===== src/rtl/i2cms_pkg.sv =====
// Purpose: Shared constants and types of the two-wire master sequencer.
// Assumes: One system clock; baud period set by a reload value.
// Notes:   Shared widths, bit indices, buffer limits and the baud reset value live here.
package i2cms_pkg;

  // ****************************************************************
  // Widths and reset values
  // ****************************************************************
  localparam int unsigned I2CMS_BYTE_W    = 8;
  localparam int unsigned I2CMS_BAUD_W    = 8;
  localparam int unsigned I2CMS_BIT_W     = 4;
  localparam int unsigned I2CMS_BUF_DEPTH = 2;
  localparam int unsigned I2CMS_PTR_W     = 1;
  localparam int unsigned I2CMS_CNT_W     = 2;
  localparam int unsigned I2CMS_SYNC_N    = 3;
  localparam logic [3:0]  I2CMS_LAST_DATA = 4'h7;
  localparam logic [3:0]  I2CMS_ACK_BIT   = 4'h8;
  localparam logic [1:0]  I2CMS_BUF_FULL  = 2'h2;
  localparam logic [7:0]  I2CMS_BAUD_RST  = 8'h00;

  // ****************************************************************
  // Sequencer states
  // ****************************************************************
  typedef enum logic [4:0] {
    I2CMS_IDLE, I2CMS_HOLD,
    I2CMS_ST_SDALO,
    I2CMS_RS_SCLLO, I2CMS_RS_SDAHI, I2CMS_RS_SCLREL, I2CMS_RS_HIGH, I2CMS_RS_SDALO,
    I2CMS_TX_LOW, I2CMS_TX_REL, I2CMS_TX_HIGH,
    I2CMS_AK_LOW, I2CMS_AK_REL, I2CMS_AK_HIGH,
    I2CMS_SP_SDALO, I2CMS_SP_WAIT, I2CMS_SP_SCLHI, I2CMS_SP_SDAHI, I2CMS_SP_END
  } i2cms_state_t;

endpackage : i2cms_pkg


===== src/rtl/i2cms_sequencer.sv =====
// Purpose: Master-side sequencer of a two-wire serial port: start, restart,
//          stop, acknowledge sequences and byte transmission.
// Assumes: Lines are open-drain; the outside resolves the wire levels.
// Notes:   Pin inputs pass three synchroniser flip-flops and a filter flip-flop before the engine sees them.

// Contract
// - Restart: pull clock low, then start timing
// - Restart phases: data high, clock high, data low
// - Restart end: clear request, data held low
// - Start seen at once, interrupt after timeout
// - Restart ignored while engine busy
// - Restart collision on data low or clock fall
// - Buffer write sets full flag, starts transmit
// - Bit: clock low one period, high one
// - Any byte sent most significant first
// - Eighth falling edge: clear full, release data
// - Ninth clock samples acknowledge into status
// - After ninth: interrupt, suspend with clock low
// - Write during transmit, ack or stop sets collision, byte dropped
// - Start completion raises interrupt, then waits
// - Stop or restart completion raises interrupt
// - Ack sequence: clock low, drive ack value
// - Ack timing: period, release, wait, period
// - Ack end: clear request, generator off, idle
// - Stop: data low, period, clock, data
// - Stop seen, then clear request and interrupt
// - Data low while driving high is collision
// - Lines only pulled low or released
// - Whole bytes plus acknowledge, MSB first
module i2cms_sequencer
  import i2cms_pkg::*;
(
  // Clock and reset.
  input  wire logic                    clk_in,
  input  wire logic                    rstn_in,
  // Control requests and configuration.
  input  wire logic                    port_enable_in,
  input  wire logic                    start_request_set_in,
  input  wire logic                    restart_request_set_in,
  input  wire logic                    stop_request_set_in,
  input  wire logic                    ack_sequence_request_set_in,
  input  wire logic                    ack_value_select_in,
  input  wire logic [I2CMS_BAUD_W-1:0] baud_reload_in,
  input  wire logic                    write_collision_clear_in,
  input  wire logic                    port_irq_clear_in,
  // Transfer buffer write stream.
  input  wire logic [I2CMS_BYTE_W-1:0] tx_data_in,
  input  wire logic                    tx_valid_in,
  output logic                         tx_ready_out,
  // Status.
  output logic                         start_request_out,
  output logic                         restart_request_out,
  output logic                         stop_request_out,
  output logic                         ack_sequence_request_out,
  output logic                         buffer_full_flag_out,
  output logic                         write_collision_flag_out,
  output logic                         ack_received_status_out,
  output logic                         port_irq_flag_out,
  output logic                         start_seen_out,
  output logic                         stop_seen_out,
  output logic                         bus_collision_out,
  // Open-drain pins.
  input  wire logic                    serial_clock_pin_in,
  output logic                         serial_clock_pin_out,
  output logic                         serial_clock_pin_oe_out,
  input  wire logic                    serial_data_pin_in,
  output logic                         serial_data_pin_out,
  output logic                         serial_data_pin_oe_out
);

  // ****************************************************************
  // Pin synchronisers
  // ****************************************************************
  logic [I2CMS_SYNC_N-1:0] scl_sync_q, sda_sync_q;
  logic                    scl_f_q, sda_f_q, scl_p_q, sda_p_q;

  // Three stages; a level counts once the last two stages agree.
  always_ff @(posedge clk_in or negedge rstn_in) begin
    if (!rstn_in) begin
      scl_sync_q <= '1;
      sda_sync_q <= '1;
      scl_f_q    <= 1'b1;
      sda_f_q    <= 1'b1;
      scl_p_q    <= 1'b1;
      sda_p_q    <= 1'b1;
    end else begin
      scl_sync_q <= {scl_sync_q[1:0], serial_clock_pin_in};
      sda_sync_q <= {sda_sync_q[1:0], serial_data_pin_in};
      scl_p_q    <= scl_f_q;
      sda_p_q    <= sda_f_q;
      if (scl_sync_q[1] == scl_sync_q[2]) scl_f_q <= scl_sync_q[2];
      if (sda_sync_q[1] == sda_sync_q[2]) sda_f_q <= sda_sync_q[2];
    end
  end

  // ****************************************************************
  // Two-entry transfer buffer
  // ****************************************************************
  logic [I2CMS_BYTE_W-1:0] buf_q [I2CMS_BUF_DEPTH];
  logic [I2CMS_PTR_W-1:0]  wr_ptr_q, rd_ptr_q;
  logic [I2CMS_CNT_W-1:0]  cnt_q, cnt_d;
  logic                    push, pop, head_valid, take_byte, drop_byte;
  i2cms_state_t            state_q;

  // Bytes are taken when the engine may start one and dropped when it is
  // busy; in start and restart phases the drain stalls and the buffer fills.
  assign head_valid = (cnt_q != '0);
  assign push       = tx_valid_in && tx_ready_out;
  assign take_byte  = head_valid && (state_q == I2CMS_IDLE || state_q == I2CMS_HOLD);
  assign drop_byte  = head_valid && (state_q inside {I2CMS_TX_LOW, I2CMS_TX_REL,
                      I2CMS_TX_HIGH, I2CMS_AK_LOW, I2CMS_AK_REL, I2CMS_AK_HIGH,
                      I2CMS_SP_SDALO, I2CMS_SP_WAIT, I2CMS_SP_SCLHI, I2CMS_SP_SDAHI,
                      I2CMS_SP_END});
  assign pop        = take_byte || drop_byte;
  assign cnt_d      = cnt_q + I2CMS_CNT_W'(push) - I2CMS_CNT_W'(pop);

  // Buffer storage, pointers and the registered ready.
  always_ff @(posedge clk_in or negedge rstn_in) begin
    if (!rstn_in) begin
      wr_ptr_q     <= '0;
      rd_ptr_q     <= '0;
      cnt_q        <= '0;
      tx_ready_out <= 1'b0;
      buf_q[0]     <= '0;
      buf_q[1]     <= '0;
    end else begin
      if (push) begin
        buf_q[wr_ptr_q] <= tx_data_in;
        wr_ptr_q        <= wr_ptr_q + 1'b1;
      end
      if (pop) rd_ptr_q <= rd_ptr_q + 1'b1;
      cnt_q        <= cnt_d;
      tx_ready_out <= (cnt_d != I2CMS_BUF_FULL);
    end
  end

  // ****************************************************************
  // Sequencer, baud generator and flags
  // ****************************************************************
  logic [I2CMS_BAUD_W-1:0] brg_q;
  logic                    brg_run_q, tick;
  logic [I2CMS_BIT_W-1:0]  bit_q;
  logic [I2CMS_BYTE_W-1:0] shift_q;
  logic                    bf_q;

  assign tick = brg_run_q && (brg_q == '0);

  // Main engine; a sticky flag set in the same cycle as its clear stays set.
  always_ff @(posedge clk_in or negedge rstn_in) begin
    if (!rstn_in) begin
      state_q <= I2CMS_IDLE;
      brg_q <= I2CMS_BAUD_RST;
      brg_run_q <= 1'b0;
      bit_q <= '0;
      shift_q <= '0;
      bf_q <= 1'b0;
      start_request_out <= 1'b0;
      restart_request_out <= 1'b0;
      stop_request_out <= 1'b0;
      ack_sequence_request_out <= 1'b0;
      write_collision_flag_out <= 1'b0;
      ack_received_status_out <= 1'b0;
      port_irq_flag_out <= 1'b0;
      start_seen_out <= 1'b0;
      stop_seen_out <= 1'b0;
      bus_collision_out <= 1'b0;
      serial_clock_pin_oe_out <= 1'b0;
      serial_data_pin_oe_out <= 1'b0;
    end else if (!port_enable_in) begin
      state_q <= I2CMS_IDLE;
      brg_run_q <= 1'b0;
      bf_q <= 1'b0;
      start_request_out <= 1'b0;
      restart_request_out <= 1'b0;
      stop_request_out <= 1'b0;
      ack_sequence_request_out <= 1'b0;
      serial_clock_pin_oe_out <= 1'b0;
      serial_data_pin_oe_out <= 1'b0;
    end else begin
      // Baud countdown of the reload value.
      if (brg_run_q && brg_q != '0) brg_q <= brg_q - 1'b1;
      // Sticky flags cleared by software.
      if (write_collision_clear_in) write_collision_flag_out <= 1'b0;
      if (port_irq_clear_in) port_irq_flag_out <= 1'b0;
      if (drop_byte) write_collision_flag_out <= 1'b1;
      // Start and stop conditions watched on the lines.
      if (scl_f_q && scl_p_q && sda_p_q && !sda_f_q) begin
        start_seen_out <= 1'b1;
        stop_seen_out  <= 1'b0;
      end
      if (scl_f_q && scl_p_q && !sda_p_q && sda_f_q) begin
        stop_seen_out  <= 1'b1;
        start_seen_out <= 1'b0;
      end
      unique case (state_q)
        I2CMS_IDLE, I2CMS_HOLD: begin
          if (take_byte) begin
            shift_q <= buf_q[rd_ptr_q];
            bf_q    <= 1'b1;
            bit_q   <= '0;
            serial_clock_pin_oe_out <= 1'b1;
            serial_data_pin_oe_out  <= ~buf_q[rd_ptr_q][I2CMS_BYTE_W-1];
            brg_q <= baud_reload_in;
            brg_run_q <= 1'b1;
            state_q <= I2CMS_TX_LOW;
          end else if (start_request_set_in && state_q == I2CMS_IDLE) begin
            start_request_out <= 1'b1;
            serial_data_pin_oe_out <= 1'b1;
            brg_q <= baud_reload_in;
            brg_run_q <= 1'b1;
            state_q <= I2CMS_ST_SDALO;
          end else if (restart_request_set_in) begin
            restart_request_out <= 1'b1;
            serial_clock_pin_oe_out <= 1'b1;
            state_q <= I2CMS_RS_SCLLO;
          end else if (stop_request_set_in) begin
            stop_request_out <= 1'b1;
            serial_data_pin_oe_out <= 1'b1;
            state_q <= I2CMS_SP_SDALO;
          end else if (ack_sequence_request_set_in) begin
            ack_sequence_request_out <= 1'b1;
            serial_clock_pin_oe_out <= 1'b1;
            serial_data_pin_oe_out  <= ~ack_value_select_in;
            brg_q <= baud_reload_in;
            brg_run_q <= 1'b1;
            state_q <= I2CMS_AK_LOW;
          end
        end
        I2CMS_ST_SDALO: if (tick) begin
          serial_clock_pin_oe_out <= 1'b1;
          start_request_out <= 1'b0;
          port_irq_flag_out <= 1'b1;
          brg_run_q <= 1'b0;
          state_q <= I2CMS_HOLD;
        end
        I2CMS_RS_SCLLO: if (!scl_f_q) begin
          serial_data_pin_oe_out <= 1'b0;
          brg_q <= baud_reload_in;
          brg_run_q <= 1'b1;
          state_q <= I2CMS_RS_SDAHI;
        end
        I2CMS_RS_SDAHI: if (tick && sda_f_q) begin
          serial_clock_pin_oe_out <= 1'b0;
          brg_run_q <= 1'b0;
          state_q <= I2CMS_RS_SCLREL;
        end
        I2CMS_RS_SCLREL: if (scl_f_q) begin
          if (!sda_f_q) begin
            bus_collision_out <= 1'b1;
            restart_request_out <= 1'b0;
            state_q <= I2CMS_IDLE;
          end else begin
            brg_q <= baud_reload_in;
            brg_run_q <= 1'b1;
            state_q <= I2CMS_RS_HIGH;
          end
        end
        I2CMS_RS_HIGH: begin
          if (!scl_f_q || !sda_f_q) begin
            bus_collision_out <= 1'b1;
            restart_request_out <= 1'b0;
            brg_run_q <= 1'b0;
            state_q <= I2CMS_IDLE;
          end else if (tick) begin
            serial_data_pin_oe_out <= 1'b1;
            brg_q <= baud_reload_in;
            state_q <= I2CMS_RS_SDALO;
          end
        end
        I2CMS_RS_SDALO: if (tick) begin
          serial_clock_pin_oe_out <= 1'b1;
          restart_request_out <= 1'b0;
          port_irq_flag_out <= 1'b1;
          brg_run_q <= 1'b0;
          state_q <= I2CMS_HOLD;
        end
        I2CMS_TX_LOW: if (tick) begin
          serial_clock_pin_oe_out <= 1'b0;
          brg_run_q <= 1'b0;
          state_q <= I2CMS_TX_REL;
        end
        I2CMS_TX_REL: if (scl_f_q) begin
          if (bit_q == I2CMS_ACK_BIT) ack_received_status_out <= sda_f_q;
          brg_q <= baud_reload_in;
          brg_run_q <= 1'b1;
          state_q <= I2CMS_TX_HIGH;
        end
        I2CMS_TX_HIGH: begin
          if (bit_q != I2CMS_ACK_BIT && !serial_data_pin_oe_out && !sda_f_q) begin
            bus_collision_out <= 1'b1;
          end
          if (tick) begin
            serial_clock_pin_oe_out <= 1'b1;
            if (bit_q == I2CMS_ACK_BIT) begin
              port_irq_flag_out <= 1'b1;
              brg_run_q <= 1'b0;
              state_q <= I2CMS_HOLD;
            end else begin
              if (bit_q == I2CMS_LAST_DATA) begin
                bf_q <= 1'b0;
                serial_data_pin_oe_out <= 1'b0;
              end else begin
                serial_data_pin_oe_out <= ~shift_q[I2CMS_BYTE_W-2];
              end
              shift_q <= {shift_q[I2CMS_BYTE_W-2:0], 1'b0};
              bit_q <= bit_q + 1'b1;
              brg_q <= baud_reload_in;
              state_q <= I2CMS_TX_LOW;
            end
          end
        end
        I2CMS_AK_LOW: if (tick) begin
          serial_clock_pin_oe_out <= 1'b0;
          brg_run_q <= 1'b0;
          state_q <= I2CMS_AK_REL;
        end
        I2CMS_AK_REL: if (scl_f_q) begin
          brg_q <= baud_reload_in;
          brg_run_q <= 1'b1;
          state_q <= I2CMS_AK_HIGH;
        end
        I2CMS_AK_HIGH: if (tick) begin
          serial_clock_pin_oe_out <= 1'b1;
          ack_sequence_request_out <= 1'b0;
          brg_run_q <= 1'b0;
          state_q <= I2CMS_IDLE;
        end
        I2CMS_SP_SDALO: if (!sda_f_q) begin
          brg_q <= baud_reload_in;
          brg_run_q <= 1'b1;
          state_q <= I2CMS_SP_WAIT;
        end
        I2CMS_SP_WAIT: if (tick) begin
          serial_clock_pin_oe_out <= 1'b0;
          brg_q <= baud_reload_in;
          state_q <= I2CMS_SP_SCLHI;
        end
        I2CMS_SP_SCLHI: if (tick) begin
          serial_data_pin_oe_out <= 1'b0;
          brg_run_q <= 1'b0;
          state_q <= I2CMS_SP_SDAHI;
        end
        I2CMS_SP_SDAHI: if (sda_f_q && scl_f_q) begin
          brg_q <= baud_reload_in;
          brg_run_q <= 1'b1;
          state_q <= I2CMS_SP_END;
        end
        I2CMS_SP_END: if (tick) begin
          stop_request_out <= 1'b0;
          port_irq_flag_out <= 1'b1;
          brg_run_q <= 1'b0;
          state_q <= I2CMS_IDLE;
        end
      endcase
    end
  end

  // Lines are only ever pulled low; the data level is a constant zero.
  always_ff @(posedge clk_in or negedge rstn_in) begin
    if (!rstn_in) begin
      serial_clock_pin_out <= 1'b0;
      serial_data_pin_out  <= 1'b0;
      buffer_full_flag_out <= 1'b0;
    end else begin
      serial_clock_pin_out <= 1'b0;
      serial_data_pin_out  <= 1'b0;
      buffer_full_flag_out <= bf_q;
    end
  end
endmodule : i2cms_sequencer


===== config.mk =====
export PLATFORM = sky130hd
export DESIGN_NAME = i2cms_sequencer
export DESIGN_NICKNAME = d
export VERILOG_FILES = /design/src/rtl/i2cms_pkg.sv /design/src/rtl/i2cms_sequencer.sv
export SDC_FILE = /design/constraint.sdc
export NUM_CORES = 1
export LEC_CHECK = 0
export BUFFER_PORTS_ARGS = -buffer_cell sky130_fd_sc_hd__buf_4
export CORE_UTILIZATION = 50
export DETAILED_ROUTE_END_ITERATION = 8
export GPL_TIMING_DRIVEN = 1
export MAX_ROUTING_LAYER = met4
export PLACE_DENSITY = 0.8
export SKIP_LAST_GASP = 1
export SYNTH_ARGS = -nofsm -noshare
export SYNTH_HDL_FRONTEND = slang
export SYNTH_SLANG_ARGS = --single-unit

===== constraint.sdc =====
create_clock -name clk_in -period 3.65 [get_ports clk_in]
set_clock_uncertainty 0.2 [all_clocks]
set_input_delay 0.9125 -clock clk_in [delete_from_list [all_inputs] [get_ports clk_in]]
set_output_delay 0.9125 -clock clk_in [all_outputs]
set_load 0.02 [all_outputs]

==> reports/metrics.cfg, run 1 <==
[outcome]
status = finished clean

[worst_setup_path]
cp-end-kind = flop
worst_setup_path_start_kind = flop
required_ns = 3.69
rrSetupSlack_ns = 0.31
arrival_ns = 3.38
critPathKind = reg -> reg
cp_max_fo = 26

[die]
pin_count = 45
die_w_um = 100
die-area_um2 = 10100
die_y_um = 100
initial_core_util = 0.519
num_rows = 35
core_region_area_um2 = 9330

[clocking]
hold_buffers = 0
htreeDepth = 3
clk-insertion-delay-late_ns = 0.35
cts_tree = built
clk_pin_slew_ns = 0.08
cts_resized = 0
cts_sinks = 70
cts-root-buf = clkbuf_8
clk_path_buf_depth = 2
cts_setup_buffers = 0
cts_buffers = 9

[synthesis]
async_flop_share = 1.00
synth_compound_area_frac = 0.250
synth-xor-area-share = 0.0181
yosysWarnings = 0
seq_area_frac_synth = 0.364
synthTopCellsByCount = 60 x dfrtp_1, 54 x nand2_1, 47 x o21ai_0, 42 x nor2_1, 39 x a21oi_1
synth_top_family_by_area = compound AO/OA/AOI/OAI gates
yosys.area_share.simple = 0.227
ys.flop_type = dfrtp_1
ys_ff_latch = 70
synthCells = 569
synth_cell_types = 76
muxShareOfSynthArea = 0.0739
synth_edf_count = 0
synthAdderAreaFrac = 0.0171
yosys.area.top_type = dfrtp_1
synth_top_area_share = 0.310
synthMostInstantiatedCell = dfrtp_1
synth_area_per_cell_um2 = 8.51
syn_area_um2 = 4840
yosys-top-cells-area = dfrtp_1 31%, dfstp_2 5.4%, o21ai_0 4.9%

[placement]
io_buffers = 42
gp_congestion = 0.969
post-place-ws_ns = 0.464
hpwlAfterDp_mm = 10.3

[run]
max-cap-violations = 0

[final_layout]
layout.area.seq_um2 = 1760
antenna_cells = 0
fin_util = 0.593
multiInputGateArea_um2 = 2850
layout-drive-gt1-share = 0.214
layout.nets = 637
syn2layout_area_growth_pct = 14.3
nFillCells = 827

[worst_hold_path]
hold_class = reg -> reg

[grt]
grt_pass1_wl_mm = 23.9
antenna_found_initial = 0
grt_overflow = 0
grt_max_degree = 71
grt_pass1_vias = 4757
grtUsageTotal = 0.316

[timing]
whs_ns = 0.153
layout_min_cycle_time_ns = 3.34
hold_viol = 0
maxSlewViolCount = 0
period_share = 0.915
slew-limit-headroom = 0.297
setup_viol = 0
rsz0062_at_grt = no
max_freq_ghz = 0.299
fin_tns_setup_ns = 0
worst_pin_slew_ns = 1.05
postLayoutSetupSlackWorst_ns = 0.311

[routing]
post-route-drc-count = 0
routed_wl_mm = 14.7
vias = 4876
detail_route.wl_per_cell_um = 19.9
detail-route-antenna-nets = 0
drtIter0Drc = 762
drt_first_pass_iters = 5
vias_per_cell = 6.62

[power_and_ir_drop]
comb_power_share = 0.521
intPower_mw = 2.37
p_switching_mw = 1.94
pwr-share-clk = 0.155
sw_frac_of_total = 0.450
power_density_nw_per_um2 = 777
worst_ir_drop_vdd_v = 0.000531
p_leak_nw = 2.34
power_frac_seq = 0.324

==> area by class of cell <==
type                            count  share of cell area
Multi-Input combinational cell    441               0.514
Sequential cell                    70               0.319
Timing Repair Buffer               67              0.0909
Tap cell                          129              0.0292
Clock buffer                       10              0.0249
Clock inverter                      6              0.0124
Inverter                           14             0.00949
==> layout by cell type, fill, tap and decap left out, drive strengths merged, types with 7 or more instances in the layout <==
| cell | Yosys | routed |
|---|---|---|
| nand2 | 54 | 54 |
| dfrtp | 60 | 60 |
| inv | 14 | 15 |
| and3 | 8 | 8 |
| nor2b | 12 | 12 |
| buf | 11 | 67 |
| nand2b | 8 | 8 |
| o31ai | 8 | 8 |
| nor3 | 22 | 22 |
| mux2i | 14 | 14 |
| a211oi | 8 | 8 |
| a21oi | 39 | 39 |
| clkbuf | 34 | 10 |
| mux2 | 19 | 19 |
| nor2 | 42 | 42 |
| dfstp | 10 | 10 |
| o21ai | 50 | 50 |
| nand3 | 15 | 15 |
| a31oi | 7 | 7 |
==> through the flow <==
| step | cells | power (mW) | instance area, um^2 |
|---|---|---|---|
| after floorplan | 570 | 2.89 | 4850 |
| after global placement | 721 | 3.48 | 5330 |
| after detailed placement | 721 | 3.56 | 5330 |
| after CTS | 737 | 4.25 | 5540 |
| after global routing | 737 | 4.58 | 5540 |
| final | 737 | 4.30 | 5540 |
==> registers in the layout (all words and copies together) (netlist names), 2 cells and up <==
signal,count
bit_q,4
brg_q,8
buf_q,16
cnt_q,2
scl_sync_q,3
sda_sync_q,3
shift_q,7
state_q,5
==> per-layer routing <==
metal / part of all wire / global-route usage / up-vias
met2: 0.47 / 0.491 / 294
met5: 0 / - / -
li1: - / - / 2194
met1: 0.41 / 0.404 / 2333
met4: 0.033 / 0.126 / 0
met3: 0.084 / 0.0655 / 55
==> path summary, 6_finish.rpt <==
path,from,to,cells after the start
hold / removal,sda_sync_q[0]$_DFF_PN1_,sda_sync_q[1]$_DFF_PN1_,0
max in group asynchronous,rstn_in,buf_q[6]$_DFFE_PN0P_,1
setup / recovery,state_q[4]$_DFFE_PN0P_,state_q[3]$_DFFE_PN0P_,6
setup reg to reg,state_q[4]$_DFFE_PN0P_,state_q[3]$_DFFE_PN0P_,6
min in group asynchronous,rstn_in,brg_q[3]$_DFFE_PN0P_,1
hold reg to reg,sda_sync_q[0]$_DFF_PN1_,sda_sync_q[1]$_DFF_PN1_,0
==> cell families after synthesis <==
group                      Yosys count
and+or+nand+nor                    208
AOI/OAI and AO/OA                  181
DFF                                 70
buffers and inverters               59
muxes                               33
xor gates and xnor gates            10
adders and majority gates            7
other                                1
==> worst max-delay path, stage by stage, from the launching register on <==
cell	delay (ns)
dfrtp_1	0.71
or3_1	0.58
nor2_1	0.76
a21oi_1	0.17
or4b_4	0.27
a21o_1	0.21
mux2_4	0.32
==> power groups by stage <==
stage	Sequential, mW	Combinational [mW]	Clock [mW]
after floorplan	1.26	1.63	0
after global placement	1.37	2.11	0
after detailed placement	1.39	2.17	0
after CTS	1.38	2.19	0.675
after global routing	1.43	2.44	0.704
final	1.39	2.24	0.668
(Power assumes the default switching activity.)
==> inputs of run 2 (changes only) <==
--- a/config.mk
+++ b/config.mk
@@ -6,11 +6,14 @@
 export NUM_CORES = 1
 export LEC_CHECK = 0
 export BUFFER_PORTS_ARGS = -buffer_cell sky130_fd_sc_hd__buf_4
-export CORE_UTILIZATION = 50
+export CELL_PAD_IN_SITES_DETAIL_PLACEMENT = 1
+export CELL_PAD_IN_SITES_GLOBAL_PLACEMENT = 2
+export CORE_UTILIZATION = 37
+export CTS_CLUSTER_SIZE = 20
 export DETAILED_ROUTE_END_ITERATION = 8
 export GPL_TIMING_DRIVEN = 1
 export MAX_ROUTING_LAYER = met4
-export PLACE_DENSITY = 0.8
+export PLACE_DENSITY = 0.92
 export SKIP_LAST_GASP = 1
 export SYNTH_ARGS = -nofsm -noshare
 export SYNTH_HDL_FRONTEND = slang
==> reports/metrics.cfg, run 2 (synthesis gave the netlist of run 1 again) <==
[final_layout]
final_area_um2 = 5710  ; was 5540 um^2
antenna_cells = 0  ; unchanged
largest_register = buf_q  ; unchanged
largestRegisters = buf_q (16), brg_q (8), shift_q (7)  ; unchanged
layout-drive-gt1-share = 0.211  ; was 0.214
layout_commonest_cell = buf_4  ; unchanged
layout_common_cells = 65 x buf_4, 60 x dfrtp_1, 54 x nand2_1  ; was 67 x buf_4, 60 x dfrtp_1, 54 x nand2_1
nFillCells = 1515  ; was 827
syn2layout_area_growth_pct = 17.9  ; was 14.3%
layout.nets = 636  ; was 637
largest_register_ffs = 16  ; unchanged

[worst_setup_path]
required_ns = 3.70  ; was 3.69 ns
cp-end-kind = flop  ; unchanged
cp_common_cell = a211oi_1
r2r_cells = 6  ; unchanged
worst_setup_path_start_kind = flop  ; unchanged
critPathMaxStageDelay_ns = 0.76  ; about the same
reg2reg_to = brg_q[5]$_DFFE_PN0P_  ; was state_q[3]$_DFFE_PN0P_
path_cells = or4_1 > a2111oi_4 > a211oi_1 > nand2_1 > a2111oi_0 > a211oi_1  ; was or3_1 > nor2_1 > a21oi_1 > or4b_4 > a21o_1 > mux2_4
r2r_start = state_q[1]$_DFFE_PN0P_  ; was state_q[4]$_DFFE_PN0P_
arrival_ns = 3.09  ; was 3.38 ns
cp_slowest_cell = or4_1  ; was nor2_1
cp_max_fo = 24  ; was 26
rrSetupSlack_ns = 0.61  ; was 0.31 ns
critPathKind = reg -> reg  ; unchanged

[routing]
detail-route-antenna-nets = 0  ; unchanged
detail_route.wl_per_cell_um = 20.4  ; was 19.9 um
vias_per_cell = 6.00  ; was 6.62
routed_wl_mm = 15.9  ; was 14.7 mm
drt_first_pass_iters = 5  ; unchanged
post-route-drc-count = 0  ; unchanged
vias = 4672  ; was 4876
drtIter0Drc = 266  ; was 762

[timing]
fin_tns_setup_ns = 0  ; unchanged
worst_pin_slew_ns = 0.914  ; was 1.05 ns
layout_min_cycle_time_ns = 3.04  ; was 3.34 ns
hold_viol = 0  ; unchanged
slew-limit-headroom = 0.391  ; was 0.297
period_share = 0.834  ; was 0.915
setup_viol = 0  ; unchanged
maxSlewViolCount = 0  ; unchanged
rsz0062_at_grt = no  ; unchanged
max_freq_ghz = 0.328  ; was 0.299 GHz

[clocking]
cts_setup_buffers = 0  ; unchanged
clk_pin_slew_ns = 0.06  ; was 0.08 ns
clk_path_buf_depth = 2  ; unchanged
cts_buffers = 9  ; unchanged
hold_buffers = 0  ; unchanged
cts_resized = 0  ; unchanged
htreeDepth = 3  ; unchanged
cts_tree = built  ; unchanged
clk-insertion-delay-late_ns = 0.35  ; about the same
cts-root-buf = clkbuf_16  ; was clkbuf_8
cts_sinks = 70  ; unchanged

[worst_hold_path]
hold_path_end = sda_sync_q[1]$_DFF_PN1_  ; unchanged
hold_class = reg -> reg  ; unchanged
hold_path_depth = 0  ; unchanged
min_from = sda_sync_q[0]$_DFF_PN1_  ; unchanged

[die]
pin_count = 45  ; unchanged
core_region_area_um2 = 12700  ; was 9330 um^2
die_y_um = 116  ; was 100 um
die_w_um = 116  ; was 100 um
die-area_um2 = 13500  ; was 10100 um^2
num_rows = 41  ; was 35
initial_core_util = 0.382  ; was 0.519

[power_and_ir_drop]
power_density_nw_per_um2 = 811  ; was 777 nW/um^2
p_leak_nw = 2.40  ; was 2.34 nW
power_frac_seq = 0.302  ; was 0.324
worst_ir_drop_vdd_v = 0.000542  ; was 0.000531 V
sw_frac_of_total = 0.430  ; was 0.450
pwr-share-clk = 0.210  ; was 0.155
comb_power_share = 0.488  ; was 0.521
intPower_mw = 2.64  ; was 2.37 mW
p_switching_mw = 1.99  ; was 1.94 mW

[grt]
antenna_found_initial = 0  ; unchanged
grtUsageTotal = 0.260  ; was 0.316
grt_max_degree = 71  ; unchanged
grt_overflow = 0  ; unchanged
grt_pass1_vias = 4882  ; was 4757
grt_pass1_wl_mm = 25.8  ; was 23.9 mm

[outcome]
status = finished clean  ; unchanged

[placement]
place_area_um2 = 5390  ; was 5330 um^2
io_buffers = 42  ; unchanged
hpwlAfterDp_mm = 11.5  ; was 10.3 mm
gp_congestion = 0.950  ; was 0.969

[run]
max-cap-violations = 0  ; unchanged

-- run 2: cell count changes in the layout (fill, tap and decap cells not counted), sizes merged --
cell,change
clkinv,+1
buf,-1
bufinv,+1
clkinvlp,-3
inv,+1
-- run 2: worst max-delay path by stage --
stage / from / end / depth (start not counted)
2_1_floorplan: stop_request_set_in / brg_q[5]$_DFFE_PN0P_ / 6
3_3_place_gp: stop_request_set_in / brg_q[5]$_DFFE_PN0P_ / 7
3_5_place_dp: stop_request_set_in / brg_q[5]$_DFFE_PN0P_ / 7
4_1_cts: state_q[2]$_DFFE_PN0P_ / brg_q[5]$_DFFE_PN0P_ / 9
5_1_grt: state_q[3]$_DFFE_PN0P_ / shift_q[2]$_DFFE_PN0P_ / 6
6_report: state_q[1]$_DFFE_PN0P_ / brg_q[5]$_DFFE_PN0P_ / 6
-- run 2: area by class of cell --
class                   instances  area (um^2)  area share
clock inverters                 6         93.8      0.0164
flip-flops and latches         70         1760       0.309
clock buffers                  10          229      0.0401
repair buffers                 66          508      0.0890
multi-input cells             441         2850       0.499
inverters                      14         52.6     0.00920
well taps                     172          215      0.0377
-- run 2: power groups by stage --
stage	registers [mW]	logic, mW	clock network [mW]
final	1.40	2.26	0.974
after global routing	1.44	2.48	1.02
after CTS	1.40	2.25	0.991
after detailed placement	1.41	2.23	0
after global placement	1.38	2.15	0
after floorplan	1.26	1.63	0
-- run 2: worst max-delay path, delay by kind of cell (launching register included) --
kind               cells  cell delay (ns)
and+or+nand+nor        2             0.96
AOI/OAI and AO/OA      4             1.12
DFF                    1             0.67
-- run 2: metrics by stage --
stage / setup WS, ns / hold WS [ns] / util / cells / power, mW
2_1_floorplan: 0.878 / 0.145 / - / 570 / 2.89
3_3_place_gp: 0.536 / 0.147 / 0.425 / 763 / 3.53
3_5_place_dp: 0.501 / 0.147 / 0.425 / 763 / 3.64
4_1_cts: 0.628 / 0.157 / 0.451 / 779 / 4.64
5_1_grt: 0.466 / 0.164 / 0.451 / 779 / 4.93
6_report: 0.605 / 0.156 / 0.451 / 779 / 4.63
-- run 2: metal layers --
| metal | part of all wire | GRT usage |
|---|---|---|
| met1 | 0.45 | 0.335 |
| met5 | 0 | - |
| met2 | 0.48 | 0.414 |
| met4 | 0.024 | 0.0957 |
| met3 | 0.044 | 0.0374 |
==> inputs of run 3 (changes only) <==
==> constraint.sdc (replaced) <==
create_clock -name clk_in -period 3.1 [get_ports clk_in]
set_clock_uncertainty 0.2 [all_clocks]
set_input_delay 0.775 -clock clk_in [delete_from_list [all_inputs] [get_ports clk_in]]
set_output_delay 0.775 -clock clk_in [all_outputs]
set_load 0.02 [all_outputs]
==> reports/metrics.cfg, run 3 (synthesis gave the netlist of run 1 again) <==
[die]
die_w_um = 116  ; unchanged
initial_core_util = 0.382  ; unchanged
die_y_um = 116  ; unchanged
die-area_um2 = 13500  ; unchanged
core_region_area_um2 = 12700  ; unchanged
pin_count = 45  ; unchanged
num_rows = 41  ; unchanged

[worst_setup_path]
cp_max_fo = 7  ; was 24
startpoint = brg_q[0]$_DFFE_PN0P_  ; was state_q[1]$_DFFE_PN0P_
cp-end-kind = flop  ; unchanged
worst_setup_path_start_kind = flop  ; unchanged
critical_path.endpoint = state_q[3]$_DFFE_PN0P_  ; was brg_q[5]$_DFFE_PN0P_
required_ns = 3.13  ; was 3.70 ns
critPathKind = reg -> reg  ; unchanged
r2r_cells = 8  ; was 6
r2r_start = brg_q[0]$_DFFE_PN0P_  ; was state_q[1]$_DFFE_PN0P_
arrival_ns = 3.01  ; was 3.09 ns
rrSetupSlack_ns = 0.12  ; was 0.61 ns
reg2reg_to = state_q[3]$_DFFE_PN0P_  ; was brg_q[5]$_DFFE_PN0P_

[grt]
grtUsageTotal = 0.274  ; was 0.260
grt_overflow = 0  ; unchanged
antenna_found_initial = 0  ; unchanged
grt_pass1_vias = 5084  ; was 4882
grt_max_degree = 71  ; unchanged
grt_pass1_wl_mm = 27.3  ; was 25.8 mm

[clocking]
htreeDepth = 3  ; unchanged
clk_pin_slew_ns = 0.06  ; about the same
clk_path_buf_depth = 2  ; unchanged
cts_sinks = 70  ; unchanged
cts_tree = built  ; unchanged
cts_resized = 0  ; unchanged
cts_setup_buffers = 0  ; unchanged
hold_buffers = 0  ; unchanged
cts-root-buf = clkbuf_16  ; unchanged
clk-insertion-delay-late_ns = 0.34  ; was 0.35 ns
cts_buffers = 9  ; unchanged

[outcome]
status = finished clean  ; unchanged

[timing]
hold_viol = 0  ; unchanged
postLayoutSetupSlackWorst_ns = 0.123  ; was 0.605 ns
rsz0062_at_grt = no  ; unchanged
layout_min_cycle_time_ns = 2.98  ; was 3.04 ns
worst_pin_slew_ns = 0.963  ; was 0.914 ns
max_freq_ghz = 0.336  ; was 0.328 GHz
period_share = 0.960  ; was 0.834
fin_tns_setup_ns = 0  ; unchanged
maxSlewViolCount = 0  ; unchanged
slew-limit-headroom = 0.354  ; was 0.391
setup_viol = 0  ; unchanged

[final_layout]
antenna_cells = 0  ; unchanged
layout_common_cells = 89 x buf_4, 60 x dfrtp_1, 54 x nand2_1  ; was 65 x buf_4, 60 x dfrtp_1, 54 x nand2_1
largest_register_ffs = 16  ; unchanged
layout.nets = 660  ; was 636
largest_register = buf_q  ; unchanged
largestRegisters = buf_q (16), brg_q (8), shift_q (7)  ; unchanged
layout_commonest_cell = buf_4  ; unchanged
layout-drive-gt1-share = 0.242  ; was 0.211
syn2layout_area_growth_pct = 21.8  ; was 17.9%

[power_and_ir_drop]
power_frac_seq = 0.281  ; was 0.302
p_total_mw = 5.65  ; was 4.63 mW
p_leak_nw = 2.52  ; was 2.40 nW
intPower_mw = 3.24  ; was 2.64 mW
sw_frac_of_total = 0.426  ; was 0.430
worst_ir_drop_vdd_v = 0.000488  ; was 0.000542 V
pwr-share-clk = 0.206  ; was 0.210
power_density_nw_per_um2 = 957  ; was 811 nW/um^2
p_switching_mw = 2.41  ; was 1.99 mW
comb_power_share = 0.513  ; was 0.488

[routing]
vias = 4876  ; was 4672
detail-route-antenna-nets = 0  ; unchanged
post-route-drc-count = 0  ; unchanged
routed_wl_mm = 16.9  ; was 15.9 mm
detail_route.wl_per_cell_um = 21.1  ; was 20.4 um
drtIter0Drc = 436  ; was 266
drt_first_pass_iters = 5  ; unchanged
vias_per_cell = 6.07  ; was 6.00

[placement]
post-place-ws_ns = 0.136  ; was 0.501 ns
gp_congestion = 0.918  ; was 0.950
hpwlAfterDp_mm = 12.2  ; was 11.5 mm
io_buffers = 42  ; unchanged

[run]
max-cap-violations = 0  ; unchanged

[worst_hold_path]
hold_class = reg -> reg  ; unchanged

==> run 3: changes by cell type in the layout (fill, tap and decap cells not counted), sizes merged <==
| cell | delta |
|---|---|
| clkinvlp | +1 |
| clkinv | -1 |
| buf | +24 |
==> run 3: per-stage QoR <==
stage / area (um^2) / hold slack (ns) / utilization / std cells
4_1_cts: 5900 / 0.161 / 0.466 / 803
5_1_grt: 5900 / 0.167 / 0.466 / 803
2_1_floorplan: 4850 / 0.145 / - / 570
3_3_place_gp: 5570 / 0.147 / 0.439 / 787
3_5_place_dp: 5570 / 0.149 / 0.439 / 787
6_report: 5900 / 0.159 / 0.466 / 803
==> run 3: per-layer routing <==
metal,vias up,track usage,share of wire
met5,-,-,0
met4,0,0.120,0.028
met3,32,0.0301,0.049
met2,170,0.450,0.49
met1,2446,0.341,0.44
li1,2228,-,-
==> run 3: how the worst min path moves through the flow <==
stage	from	endpoint	slack, ns	cells past startpoint
6_report	scl_sync_q[0]$_DFF_PN1_	scl_sync_q[1]$_DFF_PN1_	0.16	0
5_1_grt	scl_sync_q[0]$_DFF_PN1_	scl_sync_q[1]$_DFF_PN1_	0.17	0
4_1_cts	scl_sync_q[0]$_DFF_PN1_	scl_sync_q[1]$_DFF_PN1_	0.16	0
3_5_place_dp	scl_sync_q[0]$_DFF_PN1_	scl_sync_q[1]$_DFF_PN1_	0.15	0
3_3_place_gp	sda_sync_q[0]$_DFF_PN1_	sda_sync_q[1]$_DFF_PN1_	0.15	0
2_1_floorplan	scl_sync_q[0]$_DFF_PN1_	scl_sync_q[1]$_DFF_PN1_	0.15	0
==> run 3: area by class of cell <==
cell class              instances  area, um^2
inverters                      14        52.6
well taps                     172         215
flip-flops and latches         70        1760
repair buffers                 90         688
clock inverters                 6        92.6
fillers                      1516        6770
multi-input cells             441        2850
clock buffers                  10         239
==> run 3: power by group through the flow <==
stage | clock [mW] | combinational [mW] | sequential, mW
global route | 1.21 | 3.15 | 1.63
floorplan | 0 | 1.92 | 1.48
detailed placement | 0 | 2.82 | 1.60
finish | 1.16 | 2.90 | 1.59
global placement | 0 | 2.74 | 1.56
CTS | 1.18 | 2.87 | 1.59
==> run 3: critical path, stage by stage, from the launching register on <==
cell     delay, ns
dfrtp_1       0.40
inv_1         0.15
ha_1          0.32
nand2_1       0.15
nor4_4        0.33
a21oi_1       0.15
or4b_4        0.59
a21o_1        0.27
mux2_4        0.31
